$ cat src/pkg/rts_pkg.sv
// constants and types of the reset timeout sequencer
package rts_pkg;

    // ==========================================================
    // clock and timing
    localparam int CLK_PERIOD_NS  = 50;
    localparam int BROWNOUT_MIN_NS = 100000;
    localparam int BROWNOUT_CYCLES = (BROWNOUT_MIN_NS + CLK_PERIOD_NS - 1) / CLK_PERIOD_NS;
    localparam int POWERUP_DELAY_US = 72000;
    localparam int RC_NOMINAL_HZ    = 100000;
    localparam int POWERUP_TICKS    = POWERUP_DELAY_US * (RC_NOMINAL_HZ / 1000) / 1000;
    localparam int STARTUP_CYCLES   = 1024;

    // ==========================================================
    // register map: printed offsets are indices, byte address is four times
    localparam logic [7:0] CORE_STATUS_IDX = 8'h03;
    localparam logic [7:0] POWER_CTRL_IDX  = 8'h8E;
    localparam logic [7:0] SEQ_CONFIG_IDX  = 8'h90;
    localparam logic [9:0] CORE_STATUS_ADDR = {CORE_STATUS_IDX, 2'b00};
    localparam logic [9:0] POWER_CTRL_ADDR  = {POWER_CTRL_IDX, 2'b00};
    localparam logic [9:0] SEQ_CONFIG_ADDR  = {SEQ_CONFIG_IDX, 2'b00};

    // ==========================================================
    // field positions
    localparam int WATCHDOG_EXPIRY_BIT = 4;
    localparam int SLEEP_ENTRY_BIT     = 3;
    localparam int BROWNOUT_FLAG_BIT   = 0;
    localparam int POWER_ON_FLAG_BIT   = 1;
    localparam int CLOCK_SPEED_BIT     = 3;
    localparam int CFG_MODE_LSB        = 0;
    localparam int CFG_DELAY_DIS_BIT   = 3;
    localparam int CFG_DIP_EN_BIT      = 4;

    // ==========================================================
    // reset values
    localparam logic       BROWNOUT_FLAG_RST   = 1'b0;
    localparam logic       POWER_ON_FLAG_RST   = 1'b0;
    localparam logic       CLOCK_SPEED_RST     = 1'b1;
    localparam logic       WATCHDOG_EXPIRY_RST = 1'b1;
    localparam logic       SLEEP_ENTRY_RST     = 1'b1;
    localparam logic       DELAY_DISABLE_RST   = 1'b0;
    localparam logic       DIP_ENABLE_RST      = 1'b1;

    // ==========================================================
    // program counter targets
    localparam logic [12:0] RESET_VECTOR = 13'h0000;
    localparam logic [12:0] IRQ_VECTOR   = 13'h0004;

    // ==========================================================
    // oscillator modes
    localparam logic [2:0] MODE_LOW_POWER_CRYSTAL  = 3'h0;
    localparam logic [2:0] MODE_CRYSTAL            = 3'h1;
    localparam logic [2:0] MODE_HIGH_SPEED_CRYSTAL = 3'h2;
    localparam logic [2:0] MODE_EXTERNAL_CLOCK     = 3'h3;
    localparam logic [2:0] MODE_INTERNAL_CLOCK     = 3'h4;
    localparam logic [2:0] MODE_RESISTOR_CAP       = 3'h5;
    localparam logic [2:0] MODE_RST                = MODE_CRYSTAL;

    typedef enum logic [2:0] {
        CAUSE_POWER_ON,
        CAUSE_BROWNOUT,
        CAUSE_PIN_RUN,
        CAUSE_PIN_SLEEP,
        CAUSE_WATCHDOG,
        CAUSE_WATCHDOG_WAKE,
        CAUSE_IRQ_WAKE
    } rts_cause_t;

    typedef enum logic [2:0] {
        ST_WAIT_SUPPLY,
        ST_DELAY,
        ST_STARTUP,
        ST_WAIT_PIN,
        ST_RUN,
        ST_SLEEP,
        ST_WAKE_STARTUP,
        ST_VECTOR
    } rts_state_t;

endpackage : rts_pkg

$ cat src/rts_sequencer.sv
// reset timeout sequencer with cause flags and register slave
//
// Chosen here: the Avalon-MM register port.
`timescale 1ns/10ps
module rts_sequencer
    import rts_pkg::*;
#(
    parameter int POWERUP_TICKS_P = POWERUP_TICKS
) (
    input  wire logic        clk_i,
    input  wire logic        resetn_i,
    // analogue monitors and pins
    input  wire logic        power_on_i,
    input  wire logic        brownout_i,
    input  wire logic        supply_good_i,
    input  wire logic        ext_clear_n_i,
    input  wire logic        osc_clk_i,
    input  wire logic        rc_clk_i,
    // core side, same clock
    input  wire logic        watchdog_i,
    input  wire logic        sleep_i,
    input  wire logic        wake_irq_i,
    input  wire logic        global_irq_enable_i,
    input  wire logic [12:0] pc_i,
    output logic             core_reset_o,
    output logic             exec_hold_o,
    output logic             pc_load_o,
    output logic [12:0]      pc_value_o,
    output logic             clock_speed_select_o,
    // avalon-mm slave
    input  wire logic [9:0]  address_i,
    input  wire logic        read_i,
    input  wire logic        write_i,
    input  wire logic [31:0] writedata_i,
    input  wire logic [3:0]  byteenable_i,
    output logic [31:0]      readdata_o,
    output logic             waitrequest_o
);

    // ==========================================================
    // helpers
    function automatic logic is_crystal(input logic [2:0] mode);
        is_crystal = (mode == MODE_LOW_POWER_CRYSTAL) | (mode == MODE_CRYSTAL)
                   | (mode == MODE_HIGH_SPEED_CRYSTAL);
    endfunction : is_crystal

    function automatic logic is_reset_state(input rts_state_t st);
        is_reset_state = (st == ST_WAIT_SUPPLY) | (st == ST_DELAY)
                       | (st == ST_STARTUP) | (st == ST_WAIT_PIN);
    endfunction : is_reset_state

    // ==========================================================
    // pin synchronisers
    logic power_on_lvl;
    logic brownout_lvl;
    logic supply_lvl;
    logic pin_lvl;
    logic osc_rise;
    logic rc_rise;

    rts_pin_sync #(.RESET_VAL(1'b1)) u_power_on (
        .clk_i   (clk_i),
        .resetn_i(resetn_i),
        .pin_i   (power_on_i),
        .level_o (power_on_lvl),
        .rise_o  ()
    );
    rts_pin_sync #(.RESET_VAL(1'b0)) u_brownout (
        .clk_i   (clk_i),
        .resetn_i(resetn_i),
        .pin_i   (brownout_i),
        .level_o (brownout_lvl),
        .rise_o  ()
    );
    rts_pin_sync #(.RESET_VAL(1'b0)) u_supply (
        .clk_i   (clk_i),
        .resetn_i(resetn_i),
        .pin_i   (supply_good_i),
        .level_o (supply_lvl),
        .rise_o  ()
    );
    rts_pin_sync #(.RESET_VAL(1'b0)) u_clear_pin (
        .clk_i   (clk_i),
        .resetn_i(resetn_i),
        .pin_i   (ext_clear_n_i),
        .level_o (pin_lvl),
        .rise_o  ()
    );
    // oscillator is sampled, so it must stay at or below a quarter of clk_i
    rts_pin_sync #(.RESET_VAL(1'b0)) u_osc_clk (
        .clk_i   (clk_i),
        .resetn_i(resetn_i),
        .pin_i   (osc_clk_i),
        .level_o (),
        .rise_o  (osc_rise)
    );
    rts_pin_sync #(.RESET_VAL(1'b0)) u_rc_clk (
        .clk_i   (clk_i),
        .resetn_i(resetn_i),
        .pin_i   (rc_clk_i),
        .level_o (),
        .rise_o  (rc_rise)
    );

    // ==========================================================
    // registers
    rts_state_t  state_reg;
    rts_state_t  state_next;
    rts_cause_t  cause_reg;
    rts_cause_t  cause_next;
    logic [15:0] cnt_reg;
    logic [15:0] cnt_next;
    logic [11:0] dip_cnt_reg;
    logic [11:0] dip_cnt_next;
    logic [2:0]  mode_reg;
    logic        delay_dis_reg;
    logic        dip_en_reg;
    logic        expiry_reg;
    logic        expiry_next;
    logic        sleep_flag_reg;
    logic        sleep_flag_next;
    logic        bo_flag_reg;
    logic        bo_flag_next;
    logic        pon_flag_reg;
    logic        pon_flag_next;
    logic        speed_next;
    logic        pc_load_next;
    logic [12:0] pc_value_next;
    logic        irq_vec_reg;
    logic        irq_vec_next;

    // ==========================================================
    // decode
    wire logic dip_trip;
    wire logic in_sleep;
    wire logic in_run;
    wire logic reset_take;
    wire logic wake_take;
    wire logic crystal;
    wire logic delay_done;
    wire logic startup_done;
    wire logic startup_needed;
    wire logic bus_req;
    wire logic bus_wr;
    wire logic wr_power;
    wire logic wr_config;
    wire logic [7:0] rd_byte;
    wire rts_state_t after_delay;

    assign crystal  = is_crystal(mode_reg);
    assign in_run   = (state_reg == ST_RUN) | (state_reg == ST_VECTOR);
    assign in_sleep = (state_reg == ST_SLEEP) | (state_reg == ST_WAKE_STARTUP);

    assign dip_trip = dip_en_reg & brownout_lvl
                    & (dip_cnt_reg == 12'(BROWNOUT_CYCLES - 1));

    assign reset_take = power_on_lvl | dip_trip
                      | (~pin_lvl & (in_run | in_sleep))
                      | (watchdog_i & in_run);
    assign wake_take  = (state_reg == ST_SLEEP) & (watchdog_i | wake_irq_i);

    assign delay_done   = rc_rise & (cnt_reg == 16'(POWERUP_TICKS_P - 1));
    assign startup_done = osc_rise & (cnt_reg == 16'(STARTUP_CYCLES - 1));
    // start-up count only for crystals after power-on
    assign startup_needed = crystal & (cause_reg == CAUSE_POWER_ON);
    // strict order: delay, then start-up count, then clear pin
    assign after_delay = startup_needed ? ST_STARTUP : ST_WAIT_PIN;

    assign bus_req   = read_i | write_i;
    assign bus_wr    = write_i & ~waitrequest_o & byteenable_i[0];
    assign wr_power  = bus_wr & (address_i == POWER_CTRL_ADDR);
    assign wr_config = bus_wr & (address_i == SEQ_CONFIG_ADDR);

    assign rd_byte =
        (address_i == CORE_STATUS_ADDR) ?
            8'((expiry_reg << WATCHDOG_EXPIRY_BIT) | (sleep_flag_reg << SLEEP_ENTRY_BIT)) :
        (address_i == POWER_CTRL_ADDR) ?
            8'((clock_speed_select_o << CLOCK_SPEED_BIT)
               | (pon_flag_reg << POWER_ON_FLAG_BIT)
               | (bo_flag_reg << BROWNOUT_FLAG_BIT)) :
        (address_i == SEQ_CONFIG_ADDR) ?
            8'((dip_en_reg << CFG_DIP_EN_BIT) | (delay_dis_reg << CFG_DELAY_DIS_BIT)
               | (mode_reg << CFG_MODE_LSB)) :
            8'h00;

    assign dip_cnt_next = (!brownout_lvl || dip_trip) ? 12'h000 : dip_cnt_reg + 12'h001;

    // ==========================================================
    // sequence
    always_comb begin
        state_next    = state_reg;
        cause_next    = cause_reg;
        cnt_next      = cnt_reg;
        pc_load_next  = 1'b0;
        pc_value_next = pc_value_o;
        irq_vec_next  = irq_vec_reg;
        if (reset_take) begin
            // brown-out at any point, delay included, restarts from supply wait
            state_next = ST_WAIT_SUPPLY;
            cnt_next   = 16'h0000;
            if (power_on_lvl) begin
                cause_next = CAUSE_POWER_ON;
            end else if (dip_trip) begin
                cause_next = CAUSE_BROWNOUT;
            end else if (!pin_lvl) begin
                cause_next = in_sleep ? CAUSE_PIN_SLEEP : CAUSE_PIN_RUN;
            end else begin
                cause_next = CAUSE_WATCHDOG;
            end
        end else begin
            unique case (state_reg)
                ST_WAIT_SUPPLY: begin
                    // hold until supply good and the power-on pulse is over
                    if (supply_lvl) begin
                        cnt_next   = 16'h0000;
                        // no delay and no crystal leaves no timeout at all
                        state_next = delay_dis_reg ? after_delay : ST_DELAY;
                    end
                end
                ST_DELAY: begin
                    if (delay_done) begin
                        cnt_next   = 16'h0000;
                        state_next = after_delay;
                    end else if (rc_rise) begin
                        cnt_next = cnt_reg + 16'h0001;
                    end
                end
                ST_STARTUP: begin
                    if (startup_done) begin
                        state_next = ST_WAIT_PIN;
                    end else if (osc_rise) begin
                        cnt_next = cnt_reg + 16'h0001;
                    end
                end
                ST_WAIT_PIN: begin
                    // delays already ran once power-on was over and supply was good, pin low or not
                    if (pin_lvl) begin
                        state_next    = ST_RUN;
                        pc_load_next  = 1'b1;
                        pc_value_next = RESET_VECTOR;
                    end
                end
                ST_RUN: begin
                    if (sleep_i) begin
                        state_next = ST_SLEEP;
                    end
                end
                ST_SLEEP: begin
                    if (wake_take) begin
                        cause_next   = watchdog_i ? CAUSE_WATCHDOG_WAKE : CAUSE_IRQ_WAKE;
                        irq_vec_next = ~watchdog_i & global_irq_enable_i;
                        cnt_next     = 16'h0000;
                        if (crystal) begin
                            state_next = ST_WAKE_STARTUP;
                        end else begin
                            state_next    = irq_vec_next ? ST_VECTOR : ST_RUN;
                            pc_load_next  = 1'b1;
                            pc_value_next = pc_i + 13'h0001;
                        end
                    end
                end
                ST_WAKE_STARTUP: begin
                    if (startup_done) begin
                        state_next    = irq_vec_reg ? ST_VECTOR : ST_RUN;
                        pc_load_next  = 1'b1;
                        pc_value_next = pc_i + 13'h0001;
                    end else if (osc_rise) begin
                        cnt_next = cnt_reg + 16'h0001;
                    end
                end
                ST_VECTOR: begin
                    state_next    = ST_RUN;
                    irq_vec_next  = 1'b0;
                    pc_load_next  = 1'b1;
                    pc_value_next = IRQ_VECTOR;
                end
            endcase
        end
    end

    // ==========================================================
    // cause flags: hardware cause wins over a same-cycle software write
    always_comb begin
        expiry_next     = expiry_reg;
        sleep_flag_next = sleep_flag_reg;
        bo_flag_next    = wr_power ? writedata_i[BROWNOUT_FLAG_BIT] : bo_flag_reg;
        pon_flag_next   = wr_power ? writedata_i[POWER_ON_FLAG_BIT] : pon_flag_reg;
        speed_next      = wr_power ? writedata_i[CLOCK_SPEED_BIT] : clock_speed_select_o;
        if (state_reg == ST_RUN && sleep_i && !reset_take) begin
            sleep_flag_next = 1'b0;
        end
        if (reset_take) begin
            speed_next = CLOCK_SPEED_RST;
            unique case (cause_next)
                CAUSE_POWER_ON: begin
                    pon_flag_next   = 1'b0;
                    expiry_next     = 1'b1;
                    sleep_flag_next = 1'b1;
                end
                // only reachable with detection on; off leaves the flag stale
                CAUSE_BROWNOUT:  bo_flag_next = 1'b0;
                CAUSE_PIN_SLEEP: begin
                    expiry_next     = 1'b1;
                    sleep_flag_next = 1'b0;
                end
                CAUSE_WATCHDOG:  expiry_next = 1'b0;
                default: begin
                end
            endcase
        end else if (wake_take) begin
            expiry_next     = ~watchdog_i;
            sleep_flag_next = 1'b0;
        end
    end

    // ==========================================================
    // flip-flops
    always_ff @(posedge clk_i or negedge resetn_i) begin
        if (!resetn_i) begin
            state_reg   <= ST_WAIT_SUPPLY;
            cause_reg   <= CAUSE_POWER_ON;
            cnt_reg     <= 16'h0000;
            dip_cnt_reg <= 12'h000;
            irq_vec_reg <= 1'b0;
        end else begin
            state_reg   <= state_next;
            cause_reg   <= cause_next;
            cnt_reg     <= cnt_next;
            dip_cnt_reg <= dip_cnt_next;
            irq_vec_reg <= irq_vec_next;
        end
    end

    always_ff @(posedge clk_i or negedge resetn_i) begin
        if (!resetn_i) begin
            expiry_reg           <= WATCHDOG_EXPIRY_RST;
            sleep_flag_reg       <= SLEEP_ENTRY_RST;
            bo_flag_reg          <= BROWNOUT_FLAG_RST;
            pon_flag_reg         <= POWER_ON_FLAG_RST;
            clock_speed_select_o <= CLOCK_SPEED_RST;
        end else begin
            expiry_reg           <= expiry_next;
            sleep_flag_reg       <= sleep_flag_next;
            bo_flag_reg          <= bo_flag_next;
            pon_flag_reg         <= pon_flag_next;
            clock_speed_select_o <= speed_next;
        end
    end

    always_ff @(posedge clk_i or negedge resetn_i) begin
        if (!resetn_i) begin
            mode_reg      <= MODE_RST;
            delay_dis_reg <= DELAY_DISABLE_RST;
            dip_en_reg    <= DIP_ENABLE_RST;
        end else if (wr_config) begin
            mode_reg      <= writedata_i[CFG_MODE_LSB +: 3];
            delay_dis_reg <= writedata_i[CFG_DELAY_DIS_BIT];
            dip_en_reg    <= writedata_i[CFG_DIP_EN_BIT];
        end
    end

    // ==========================================================
    // outputs and bus answer: one wait cycle, then one cycle with waitrequest low
    always_ff @(posedge clk_i or negedge resetn_i) begin
        if (!resetn_i) begin
            core_reset_o  <= 1'b1;
            exec_hold_o   <= 1'b1;
            pc_load_o     <= 1'b0;
            pc_value_o    <= RESET_VECTOR;
            waitrequest_o <= 1'b1;
            readdata_o    <= 32'h0000_0000;
        end else begin
            core_reset_o  <= is_reset_state(state_next);
            exec_hold_o   <= (state_next != ST_RUN);
            pc_load_o     <= pc_load_next;
            pc_value_o    <= pc_value_next;
            waitrequest_o <= ~(bus_req & waitrequest_o);
            readdata_o    <= {24'h000000, rd_byte};
        end
    end

endmodule : rts_sequencer

$ cat src/rts_pin_sync.sv
// three-stage pin synchroniser with agreement filter and rise pulse
`timescale 1ns/10ps
module rts_pin_sync #(
    parameter logic RESET_VAL = 1'b0
) (
    input  wire logic clk_i,
    input  wire logic resetn_i,
    input  wire logic pin_i,
    output logic      level_o,
    output logic      rise_o
);
    logic meta_reg;
    logic sync_reg;
    logic late_reg;
    logic agree;

    // a change only counts once the last two stages agree
    assign agree = (sync_reg == late_reg);

    always_ff @(posedge clk_i or negedge resetn_i) begin
        if (!resetn_i) begin
            meta_reg <= RESET_VAL;
            sync_reg <= RESET_VAL;
            late_reg <= RESET_VAL;
            level_o  <= RESET_VAL;
            rise_o   <= 1'b0;
        end else begin
            meta_reg <= pin_i;
            sync_reg <= meta_reg;
            late_reg <= sync_reg;
            if (agree) begin
                level_o <= late_reg;
            end
            rise_o <= agree & late_reg & ~level_o;
        end
    end
endmodule : rts_pin_sync

$ cat config.mk
export PLATFORM = sky130hd
export DESIGN_NAME = rts_sequencer
export DESIGN_NICKNAME = d
export VERILOG_FILES = /design/src/pkg/rts_pkg.sv /design/src/rts_sequencer.sv /design/src/rts_pin_sync.sv
export SDC_FILE = /design/constraint.sdc
export NUM_CORES = 1
export LEC_CHECK = 0
export ABC_AREA = 1
export BUFFER_PORTS_ARGS = -buffer_cell sky130_fd_sc_hd__buf_2
export CAP_MARGIN = 30
export CORE_ASPECT_RATIO = 0.8
export CORE_MARGIN = 8
export CORE_UTILIZATION = 58
export DETAILED_ROUTE_END_ITERATION = 8
export PLACE_DENSITY = 0.86
export SLEW_MARGIN = 20
export SYNTH_ARGS = -nofsm -noshare
export SYNTH_HDL_FRONTEND = slang
export SYNTH_SLANG_ARGS = --single-unit
$ cat constraint.sdc
create_clock -name clk_i -period 2.9 [get_ports clk_i]
set_input_delay 0.145 -clock clk_i [delete_from_list [all_inputs] [get_ports clk_i]]
set_output_delay 0.145 -clock clk_i [all_outputs]
set_load 0.05 [all_outputs]
* Word level (Yosys, flattened, before mapping)
Index checks and enable logic that the tools add are counted.
** Cells by class
- $add $sub $neg :: 3
- Multiply operators :: 0
- Divide/modulo/power cells :: 0
- Order comparisons :: 0
- Equality and inequality tests :: 38
- Shift-type cells :: 0
- Mux-type cells :: 62
- Bitwise gates (word level) :: 43
- Reductions and logical operators :: 21
** Operators with widths (count)
- 16-bit 2-to-1 mux :: 7
- 16-bit case mux with 4 select lines :: 1
- 13-bit 2-to-1 mux :: 4
- 13-bit case mux with 4 select lines :: 1
- 3-bit 2-to-1 mux :: 14
- 3-bit case mux with 8 select lines :: 1
- 1-bit 2-to-1 mux :: 21
- 10-bit equality test, second input constant :: 2
- 1-bit AND :: 18
- 3-bit by 2-bit equality test with 1-bit output, second input constant :: 6
- 16-bit by 1-bit adder with 16-bit output, second input constant :: 1
- 16-bit by 10-bit equality test with 1-bit output, second input constant :: 1
- 16-bit by 13-bit equality test with 1-bit output, second input constant :: 1
- 3-bit equality test, second input constant :: 5
- 3-bit zero test :: 5
- 5-bit 2-to-1 mux :: 3
- 13-bit by 1-bit adder with 13-bit output, second input constant :: 1
- 1-bit OR :: 13
- 12-bit by 1-bit adder with 12-bit output, second input constant :: 1
- 12-bit by 11-bit equality test with 1-bit output, second input constant :: 1
- 3-bit by 1-bit equality test with 1-bit output, second input constant :: 4
- 12-bit 2-to-1 mux :: 1
- 6-bit AND reduction :: 2
- 10-bit by 4-bit equality test with 1-bit output, second input constant :: 1
- 24 further kinds :: 52
** Word-level totals
- Register bits after elaboration :: 96
- Latch bits :: 0
- Bits in writable memories :: 0
- Bits in read-only memories :: 0
- Input port bits :: 73
- Output and inout port bits :: 50
- Word-level logic and storage cells :: 212
- Memories :: 0

* Depth between registers and ports, before layout
Gate-level depths: netlist of run 1.
- Word-level depth :: 13
- Depth in mapped cells :: 16
- Mapped depth without buffers :: 15

* Cells and area by module
A second synthesis of run 1 with hierarchy kept.
** Second synthesis, totals
- Cell total of the unflattened synthesis :: 617
- Area, all modules :: 5182.5 um^2
** Modules (own cells, without submodules)
- rts_sequencer :: times used 1, cells an instance 545, area each 4216.5 um^2, sequential area each 1686.6 um^2
- rts_pin_sync (u_brownout ...) :: times used 5, cells an instance 12, area each 160.2 um^2, sequential area each 125.1 um^2
- rts_pin_sync (u_power_on) :: times used 1, cells an instance 12, area each 165.2 um^2, sequential area each 130.1 um^2

* Worst setup path after synthesis of run 1
Ideal clock, no wire load.
- Kind :: reg2reg
- Start :: register cnt_reg[0]
- End :: register pc_value_o[8]
- Setup time :: 0.123 ns
- Data arrival time :: 1.740 ns
- Data required time :: 2.777 ns
- Setup slack :: 1.037 ns
- Cell stages (with the launch flop) :: 14
- Buffers on the path :: 1
- Cell sequence :: dfrtp_1 ha_1 nand2_1 inv_2 nand2_2 nor3_4 nand2_1 nor2_4 nand2_1 nand2_1 nand2_4 buf_4 nand2_1 o21ai_2
** On the way
- Word-level cells in the longest chain between the ends :: 4
** RTL lines
- start, declared :: line rts_sequencer.sv:111 : logic [15:0] cnt_reg;
- start signal, assigned :: line rts_sequencer.sv:328 : cnt_reg <= cnt_next;
- 16-bit by 10-bit equality test with 1-bit output :: line rts_sequencer.sv:163 : assign startup_done = osc_rise & (cnt_reg == 16'(STARTUP_CYCLES - 1));
- 1-bit AND :: line rts_sequencer.sv:163
- 2-bit inequality test (no source line)
- 6-bit AND reduction (no source line)
- end signal, assigned :: line rts_sequencer.sv:376 : pc_value_o <= pc_value_next;
- end, declared :: line rts_sequencer.sv:28 : output logic [12:0] pc_value_o,
No other way between the ends.
A chain may end at the register's enable or synchronous reset.

* Final worst setup path of run 1
- Start :: register dip_cnt_reg[0]
- End :: register cnt_reg[13]
** On the way
- Word-level cells in the longest chain between the ends :: 7
** RTL lines
- start, declared :: line rts_sequencer.sv:113 : logic [11:0] dip_cnt_reg;
- start signal, assigned :: line rts_sequencer.sv:329 : dip_cnt_reg <= dip_cnt_next;
- 12-bit by 11-bit equality test with 1-bit output * :: line rts_sequencer.sv:155 : & (dip_cnt_reg == 12'(BROWNOUT_CYCLES - 1));
- 1-bit AND * :: line rts_sequencer.sv:155
- 1-bit OR * :: line rts_sequencer.sv:157 : assign reset_take = power_on_lvl | dip_trip
- 1-bit OR * :: line rts_sequencer.sv:158 : | (~pin_lvl & (in_run | in_sleep))
- 1-bit OR * :: line rts_sequencer.sv:159 : | (watchdog_i & in_run);
- 4-bit by 3-bit inequality test with 1-bit output (no source line), or another cell as far along
- 6-bit AND reduction (no source line)
Mark *: on every way between the ends. The rest lies on a longest branch, timed or not.

==> results.toml, run 1 <==
[timing]
min_period_ns = 2.217
slew_violations = 0
hold_viol = 0
fmax_ghz = 0.4510
finalCritPeriodShare_pct = 76.45
slew_headroom_pct = 49.58
rsz0062_at_grt = "no"
worst_slew_pin_slew_ns = 0.7563
fin_tns_setup_ns = 0
clock_skew_ns = 0.009465
finalSetupViolCount = 0

[finish]
largest_reg_flops = 16
final_cell_mix = "nand2_1, dfrtp_1, inv_1"
final_util_pct = 66.67
nFillCells = 695
finalNetCount = 757
diodes = 0
drive_above_1_share_pct = 18.59
final_area_um2 = 5605
final_common_cell = "nand2_1"
syn_to_final_growth_pct = 12.85

[pwr]
p_total_uw = 3201
vdd_drop_max_uv = 364.7
powerDensity_nw_per_um2 = 571.1
power_leakage_uw = 0.002865

[global_routing]
first_global_vias = 4077
gr-total-overflow = 0
grt_pass1_wl_mm = 18.86
antenna_found_initial = 0
grt_max_degree = 63
grt_usage_pct = 19.27

[worst_hold_path]
hp-class = "in -> reg"

[critical_path]
worstPathRequired_ns = 3.19
startpoint_type = "flop"
cp_max_fo = 19
path_class = "reg -> reg"
cp.arrival_ns = 2.50
endpoint_kind = "flop"
slowest_stage = "dfrtp_1"
cp_slowest_stage_delay_ns = 0.40
crit_chain = "ha_1 > nand2_1 > nor2_1 > nand2_1 > nor2_1 > nor2_1 > nand2_4 > inv_4 > o21ai_4 > inv_2 > nand2_1 > o21ai_1"

[floorplanning]
core_area_um2 = 8408
start_util_pct = 59.08
num_rows = 30
die_x_um = 119.5
io_pins = 123
die_y_um = 98.78
die-area_um2 = 11800

[clocking]
path_clk_slew_ns = 0.09
post_cts_buffers = 0
clock_latency_ns = 0.35
clock-sinks = 93
cts_buffer_depth = 2
cts_tree = "built"
cts_made_buffers = 9
cts-root-buf = "clkbuf_8"
h-tree-depth = 3

[route]
num_vias = 4167
drt_iter0_drc = 383
viasPerCell = 5.242
drt-total-wl_mm = 11.17
drc = 0
antenna_left = 0
first_pass_iters = 5
wl_per_cell_um = 14.05

[flow_run]
max_cap_viol_count = 0

[logic_synthesis]
synth_seq_area_share_pct = 47.15
syn_area_per_cell_um2 = 8.238
synth_edf_count = 0
synth-seq-cells = 93
synthArstFlopShare_pct = 100.0
syn-cell-area_um2 = 4967
yosysUniqueCellTypes = 46
synth-warning-count = 0
syn_inst = 603
ys.flop_type = "dfrtp_1"

[placed_design]
gp_congestion = 0.9085
io_buffer_count = 65
hpwl_mm = 8.513
placed_area_um2 = 5273

[run_status]
status = "complete, no violations"
## Yosys cell counts, types with 2 or more instances
cell type,number,area (um2)
xor2_1,12,105.1
buf_6,2,22.52
a22o_1,3,26.28
o22ai_1,2,12.51
nand2_4,2,22.52
inv_2,4,15.01
buf_2,4,20.02
dfstp_2,12,315.3
dfrtp_1,81,2027
nor2_2,3,18.77
ha_1,5,62.56
maj3_1,4,40.04
inv_4,2,12.51
inv_1,71,266.5
o211ai_1,6,45.04
o21ai_1,7,35.03
xnor2_1,4,35.03
nand4_1,10,62.56
nor2_1,56,210.2
o21ai_0,24,120.1
nor4_1,7,43.79
o21ai_2,6,52.55
buf_4,31,232.7
a21oi_1,16,80.08
mux2_2,6,67.56
a31oi_1,3,18.77
nand2_1,142,533.0
nand3_1,46,230.2
nand2_2,4,25.02
nor3_1,12,60.06
## metal layers
| layer | up-vias | global-route usage [%] | share of wire [%] |
|---|---|---|---|
| met1 | 1967 | 24.88 | 43 |
| met4 | 0 | 4.885 | 1.1 |
| met3 | 11 | 4.114 | 5.8 |
| met5 | - | 0 | 0 |
| met2 | 140 | 32.20 | 50 |
| li1 | 2049 | - | - |
## critical path, delay by kind of cell (launching register included)
family	cells	cell delay, ns
AND/OR/NAND/NOR	7	0.78
buffers and inverters	2	0.45
flip-flops	1	0.40
adder cells (fa/ha/maj)	1	0.24
AO/OA/AOI/OAI	2	0.26
## per-stage QoR
step / setup WS (ns) / cells / hold WS, ns
finish: 0.6829 / 795 / 0.01985
global route: 0.4634 / 795 / 0.01349
CTS: 0.6836 / 795 / 0.01028
detailed placement: 0.7060 / 771 / 0.2516
global placement: 0.7685 / 771 / 0.2504
floorplan: 1.037 / 629 / -0.1506
## worst paths after layout
| path | from | end | slack, ns | cells past startpoint |
|---|---|---|---|---|
| max in group asynchronous | resetn_i | mode_reg[0] | 1.70 | 3 |
| worst min register to register | u_osc_clk.meta_reg | u_osc_clk.sync_reg | 0.35 | 0 |
| worst max-delay path | dip_cnt_reg[0] | cnt_reg[13] | 0.68 | 12 |
| worst min-delay path | writedata_i[2] | mode_reg[2] | 0.02 | 2 |
| min in group asynchronous | resetn_i | cause_reg[0] | 0.41 | 2 |
| worst max register to register | dip_cnt_reg[0] | cnt_reg[13] | 0.68 | 12 |
## kinds of logic after synthesis
| family | synth area share (%) |
|---|---|
| mux | 1.360 |
| buf+inv | 11.46 |
| fa+ha+maj | 2.066 |
| flops | 47.15 |
| simple gates | 26.25 |
| other cells | 0.07549 |
| xor+xnor | 2.821 |
| compound gates | 8.817 |
## where the power goes
group,total [uW],switching [uW],internal (uW)
combinational,706,516,190
clock,1030,456,578
sequential,1460,81.4,1380
## cell type report
type / instances / area (um2) / area share (%)
Multi-Input combinational cell: 422 / 2153 / 38.42
Clock inverter: 6 / 118.9 / 2.121
Clock buffer: 9 / 123.9 / 2.210
Tap cell: 112 / 140.1 / 2.500
Timing Repair Buffer: 76 / 432.9 / 7.723
Inverter: 77 / 294.0 / 5.246
Sequential cell: 93 / 2342 / 41.79
## what timing repair did
item                                   CTS  global route
setup endpoints to repair                0             0
hold buffers                             9             0
endpoints found under the hold margin   61             0
gates resized for setup                  0             0
No activity file was read; power rests on OpenSTA's default activity.
==> run 2: changes to the inputs <==
--- a/config.mk
+++ b/config.mk
@@ -10,9 +10,9 @@
 export CAP_MARGIN = 30
 export CORE_ASPECT_RATIO = 0.8
 export CORE_MARGIN = 8
-export CORE_UTILIZATION = 58
+export CORE_UTILIZATION = 54
 export DETAILED_ROUTE_END_ITERATION = 8
-export PLACE_DENSITY = 0.86
+export PLACE_DENSITY = 0.81
 export SLEW_MARGIN = 20
 export SYNTH_ARGS = -nofsm -noshare
 export SYNTH_HDL_FRONTEND = slang
==> constraint.sdc (replaced) <==
create_clock -name clk_i -period 2.3 [get_ports clk_i]
set_input_delay 0.115 -clock clk_i [delete_from_list [all_inputs] [get_ports clk_i]]
set_output_delay 0.115 -clock clk_i [all_outputs]
set_load 0.05 [all_outputs]
==> results.toml, run 2 (synthesis gave the netlist of run 1 again) <==
[global_routing]
antenna_found_initial = 0
grt_usage_pct = 18.90
first_global_vias = 4069
grt_max_degree = 48
gr-total-overflow = 0
grt_pass1_wl_mm = 19.02

[critical_path]
cp.arrival_ns = 2.40
endpoint_kind = "flop"
ff2ff_path_depth = 13
startpoint_type = "flop"
cp_max_fo = 15
worstPathRequired_ns = 2.57
path_class = "reg -> reg"

[worst_hold_path]
min_path_cells = 2
hp-class = "in -> reg"

[clocking]
path_clk_slew_ns = 0.07
clock-sinks = 93
cts-root-buf = "clkbuf_16"
clock_latency_ns = 0.34
cts_made_buffers = 9
cts_buffer_depth = 2
cts_tree = "built"
h-tree-depth = 3

[floorplanning]
die_x_um = 123.2
num_rows = 31
die_y_um = 101.8
die-area_um2 = 12540
start_util_pct = 55.20
io_pins = 123
core_area_um2 = 8999

[timing]
clock_skew_ns = 0.007511
slew_headroom_pct = 59.73
fin_tns_setup_ns = 0
min_period_ns = 2.129
fin_ws_ns = 0.1711
hold_viol = 0
finalSetupViolCount = 0
finalCritPeriodShare_pct = 92.56
slew_violations = 0
hold-worst-slack_ns = 0.009032
worst_slew_pin_slew_ns = 0.6040
rsz0062_at_grt = "no"
fmax_ghz = 0.4697

[placed_design]
hpwl_mm = 8.475
placed_area_um2 = 5311
pre_cts_ws_ns = 0.09718
gp_congestion = 0.9008
io_buffer_count = 65

[run_status]
status = "complete, no violations"

[route]
drc = 0
first_pass_iters = 5
drt_iter0_drc = 211
num_vias = 4136
viasPerCell = 5.138
drt-total-wl_mm = 11.35
wl_per_cell_um = 14.09
antenna_left = 0

[pwr]
p_switching_uw = 1449
power_frac_clock_pct = 34.3
switching_share_pct = 34.39
p_total_uw = 4215
seq_power_share_pct = 43.8
powerDensity_nw_per_um2 = 736.5
vdd_drop_max_uv = 542.7
power_leakage_uw = 0.002920
internal_power_uw = 2766
combPwrFrac_pct = 21.9

[finish]
final_cell_mix = "nand2_1, dfrtp_1, inv_1"
nFillCells = 749
drive_above_1_share_pct = 19.42
syn_to_final_growth_pct = 15.21
largest_reg_flops = 16
final_area_um2 = 5723
final_common_cell = "nand2_1"
diodes = 0
finalNetCount = 763

[flow_run]
max_cap_viol_count = 0
[run 2: changes by cell type in the layout (fill, tap and decap cells not counted)]
cell and change:
clkbuf_16 +9, clkbuf_8 -9, buf_4 +4, bufinv_16 -3
buf_12 +1, clkinv_2 +1, clkinv_8 +1, clkinvlp_4 +1
dlygate4sd3_1 +1, inv_8 +1, nor2_1 -1, nor2_2 +1
[run 2: worst max-delay path: stages (launching register included)]
cell,delay [ns]
dfrtp_1,0.48
ha_1,0.25
nand2_1,0.08
inv_2,0.06
nand2_2,0.09
nor3_4,0.15
nand2_1,0.11
nor2_4,0.16
nand2_1,0.08
nand2_1,0.11
nand2_4,0.15
nor2_8,0.16
inv_4,0.08
o21ai_2,0.10
[run 2: cell type report]
cell class	instances	area, um2	area share, %
sequential	93	2342	40.93
clock buffer	9	225.2	3.935
inverter	77	294.0	5.138
multi-input combinational	422	2156	37.67
timing repair buffer	82	493.0	8.614
tap	115	143.9	2.514
clock inverter	7	68.82	1.202
[run 2: through the flow]
step                cells  utilization (%)
floorplan             629                -
global placement      777            59.02
detailed placement    777            59.02
CTS                   802            63.29
global route          805            63.60
finish                805            63.60
[run 2: power groups by stage]
stage | logic, uW | clock network (uW) | registers (uW)
after detailed placement | 874 | 0 | 1870
after CTS | 890 | 1460 | 1840
after floorplan | 716 | 0 | 1860
after global placement | 850 | 0 | 1870
final | 925 | 1440 | 1850
after global routing | 1020 | 1530 | 1860
[run 2: per-layer routing]
layer,wire length [um],GRT usage (%),share of wire (%),up-vias
met2,5434,29.96,48,149
met1,4923,24.51,43,1912
li1,-,-,-,2058
met4,147,5.171,1.3,0
met5,0,0,0,-
met3,840,5.850,7.4,17
[run 2: path summary, 6_finish.rpt]
path | start | endpoint | slack [ns]
worst max-delay path | cnt_reg[0] | pc_value_o[0] | 0.17
worst min-delay path | writedata_i[4] | dip_en_reg | 0.009
max in group asynchronous | resetn_i | dip_en_reg | 1.28
worst max register to register | cnt_reg[0] | pc_value_o[0] | 0.17
worst min register to register | u_supply.meta_reg | u_supply.sync_reg | 0.35
min in group asynchronous | resetn_i | dip_cnt_reg[8] | 0.31
[run 2: repair_timing]
action,CTS,global route
hold buffers,9,1
setup buffers,0,2
endpoints found under the hold margin,53,1
gates resized for setup,0,1
endpoints found under the setup margin,0,10
==> run 3: changes to the inputs <==
--- a/config.mk
+++ b/config.mk
@@ -12,7 +12,7 @@
 export CORE_MARGIN = 8
 export CORE_UTILIZATION = 54
 export DETAILED_ROUTE_END_ITERATION = 8
-export PLACE_DENSITY = 0.81
+export PLACE_DENSITY_LB_ADDON = 0.1
 export SLEW_MARGIN = 20
 export SYNTH_ARGS = -nofsm -noshare
 export SYNTH_HDL_FRONTEND = slang
==> results.toml, run 3 (synthesis gave the netlist of run 1 again) <==
[run_status]
status = "complete, no violations"

[route]
viasPerCell = 5.152
drt_iter0_drc = 267
num_vias = 4173
wl_per_cell_um = 13.83
drt-total-wl_mm = 11.20
first_pass_iters = 5
antenna_left = 0
drc = 0

[clocking]
path_clk_slew_ns = 0.07
h-tree-depth = 3
cts-root-buf = "clkbuf_16"
clock-sinks = 93
clock_latency_ns = 0.35
cts_buffer_depth = 2
ctsResizeCount = 0
cts_tree = "built"
cts_made_buffers = 9

[floorplanning]
num_rows = 31
die_y_um = 101.8
start_util_pct = 55.20
die_x_um = 123.2
die-area_um2 = 12540
io_pins = 123
core_area_um2 = 8999

[critical_path]
cp.arrival_ns = 2.34
ff2ff_path_depth = 13
worstPathRequired_ns = 2.58
cp_max_fo = 15
startpoint_type = "flop"
path_class = "reg -> reg"
endpoint_kind = "flop"

[timing]
fmax_ghz = 0.4847
hold_viol = 0
slew_headroom_pct = 63.12
finalSetupViolCount = 0
min_period_ns = 2.063
worst_slew_pin_slew_ns = 0.5532
hold-worst-slack_ns = 0.01064
slew_violations = 0
clock_skew_ns = 0.008182
rsz0062_at_grt = "no"
fin_tns_setup_ns = 0
finalCritPeriodShare_pct = 89.71

[pwr]
vdd_drop_max_uv = 589.3
power_leakage_uw = 0.002945
powerDensity_nw_per_um2 = 744.0

[finish]
nFillCells = 789
diodes = 0
largest_reg_flops = 16
syn_to_final_growth_pct = 15.97
finalNetCount = 768
final_cell_mix = "nand2_1, dfrtp_1, inv_1"
final_common_cell = "nand2_1"
drive_above_1_share_pct = 19.42

[worst_hold_path]
min_path_cells = 2
hp-class = "in -> reg"

[global_routing]
grt_pass1_wl_mm = 18.60
grt_usage_pct = 18.63
first_global_vias = 3951
gr-total-overflow = 0
antenna_found_initial = 0
grt_max_degree = 52

[flow_run]
max_cap_viol_count = 0

[placed_design]
hpwl_mm = 8.327
io_buffer_count = 65
gp_congestion = 0.9049
run 3: changes by cell type in the layout (fill, tap and decap cells not counted), moves of 2 or more:
cell,delta
inv_8,-2
clkbuf_1,+2
clkinv_4,+2
buf_4,+4
run 3: timing repair:
| action | 4_1_cts | 5_1_grt |
|---|---|---|
| endpoints found under the setup margin | 0 | 9 |
| hold buffers | 11 | 0 |
| buffers inserted | 0 | 3 |
| endpoints found under the hold margin | 41 | 0 |
run 3: worst paths after layout:
kind / from / end / slack, ns
min in group asynchronous: resetn_i / cnt_reg[3] / 0.31
min reg2reg: u_clear_pin.meta_reg / u_clear_pin.sync_reg / 0.35
max: cnt_reg[1] / pc_value_o[4] / 0.24
max reg2reg: cnt_reg[1] / pc_value_o[4] / 0.24
max in group asynchronous: resetn_i / core_reset_o / 1.27
min: pc_i[0] / pc_value_o[0] / 0.01
run 3: area by class of cell:
cell class	count	area, um2	area share, %
clock inverter	5	61.31	1.064
clock buffer	11	232.7	4.040
tap	115	143.9	2.498
timing repair buffer	87	533.0	9.253
multi-input combinational	422	2153	37.38
sequential	93	2342	40.66
inverter	77	294.0	5.104
run 3: power breakdown:
group	leakage, uW	internal (uW)	switching (uW)	total (uW)
combinational	0.00160	288	678	966
clock	0.000144	847	638	1490
sequential	0.00120	1740	93.0	1830
total	0.00295	2880	1410	4290
run 3: per-layer routing:
metal | up-vias | part of all wire [%] | track usage, %
li1 | 2072 | - | -
met1 | 1944 | 46 | 24.87
met2 | 142 | 46 | 28.76
met3 | 15 | 7.8 | 5.961
met4 | 0 | 0.91 | 4.524
met5 | - | 0 | 0
run 3: per-stage QoR:
step                      setup WS [ns]  instance area [um2]  cells  utilization (%)  total power, uW
after global routing            0.01222                 5761    810            64.02             4506
final                            0.2367                 5761    810            64.02             4286
after CTS                        0.2169                 5738    807            63.77             4276
after global placement           0.2540                 5334    780            59.27             2754
after floorplan                  0.4366                 5065    629                -             2576
after detailed placement         0.2301                 5334    780            59.27             2767
run 3: critical path: stages, from the launching register on:
cell     delay (ns)
dfrtp_1        0.40
ha_1           0.22
nand2_1        0.08
inv_2          0.07
nand2_2        0.09
nor3_4         0.16
nand2_1        0.11
nor2_4         0.15
nand2_1        0.06
nand2_1        0.11
nand2_4        0.16
nor2_8         0.16
inv_4          0.08
o21ai_2        0.11
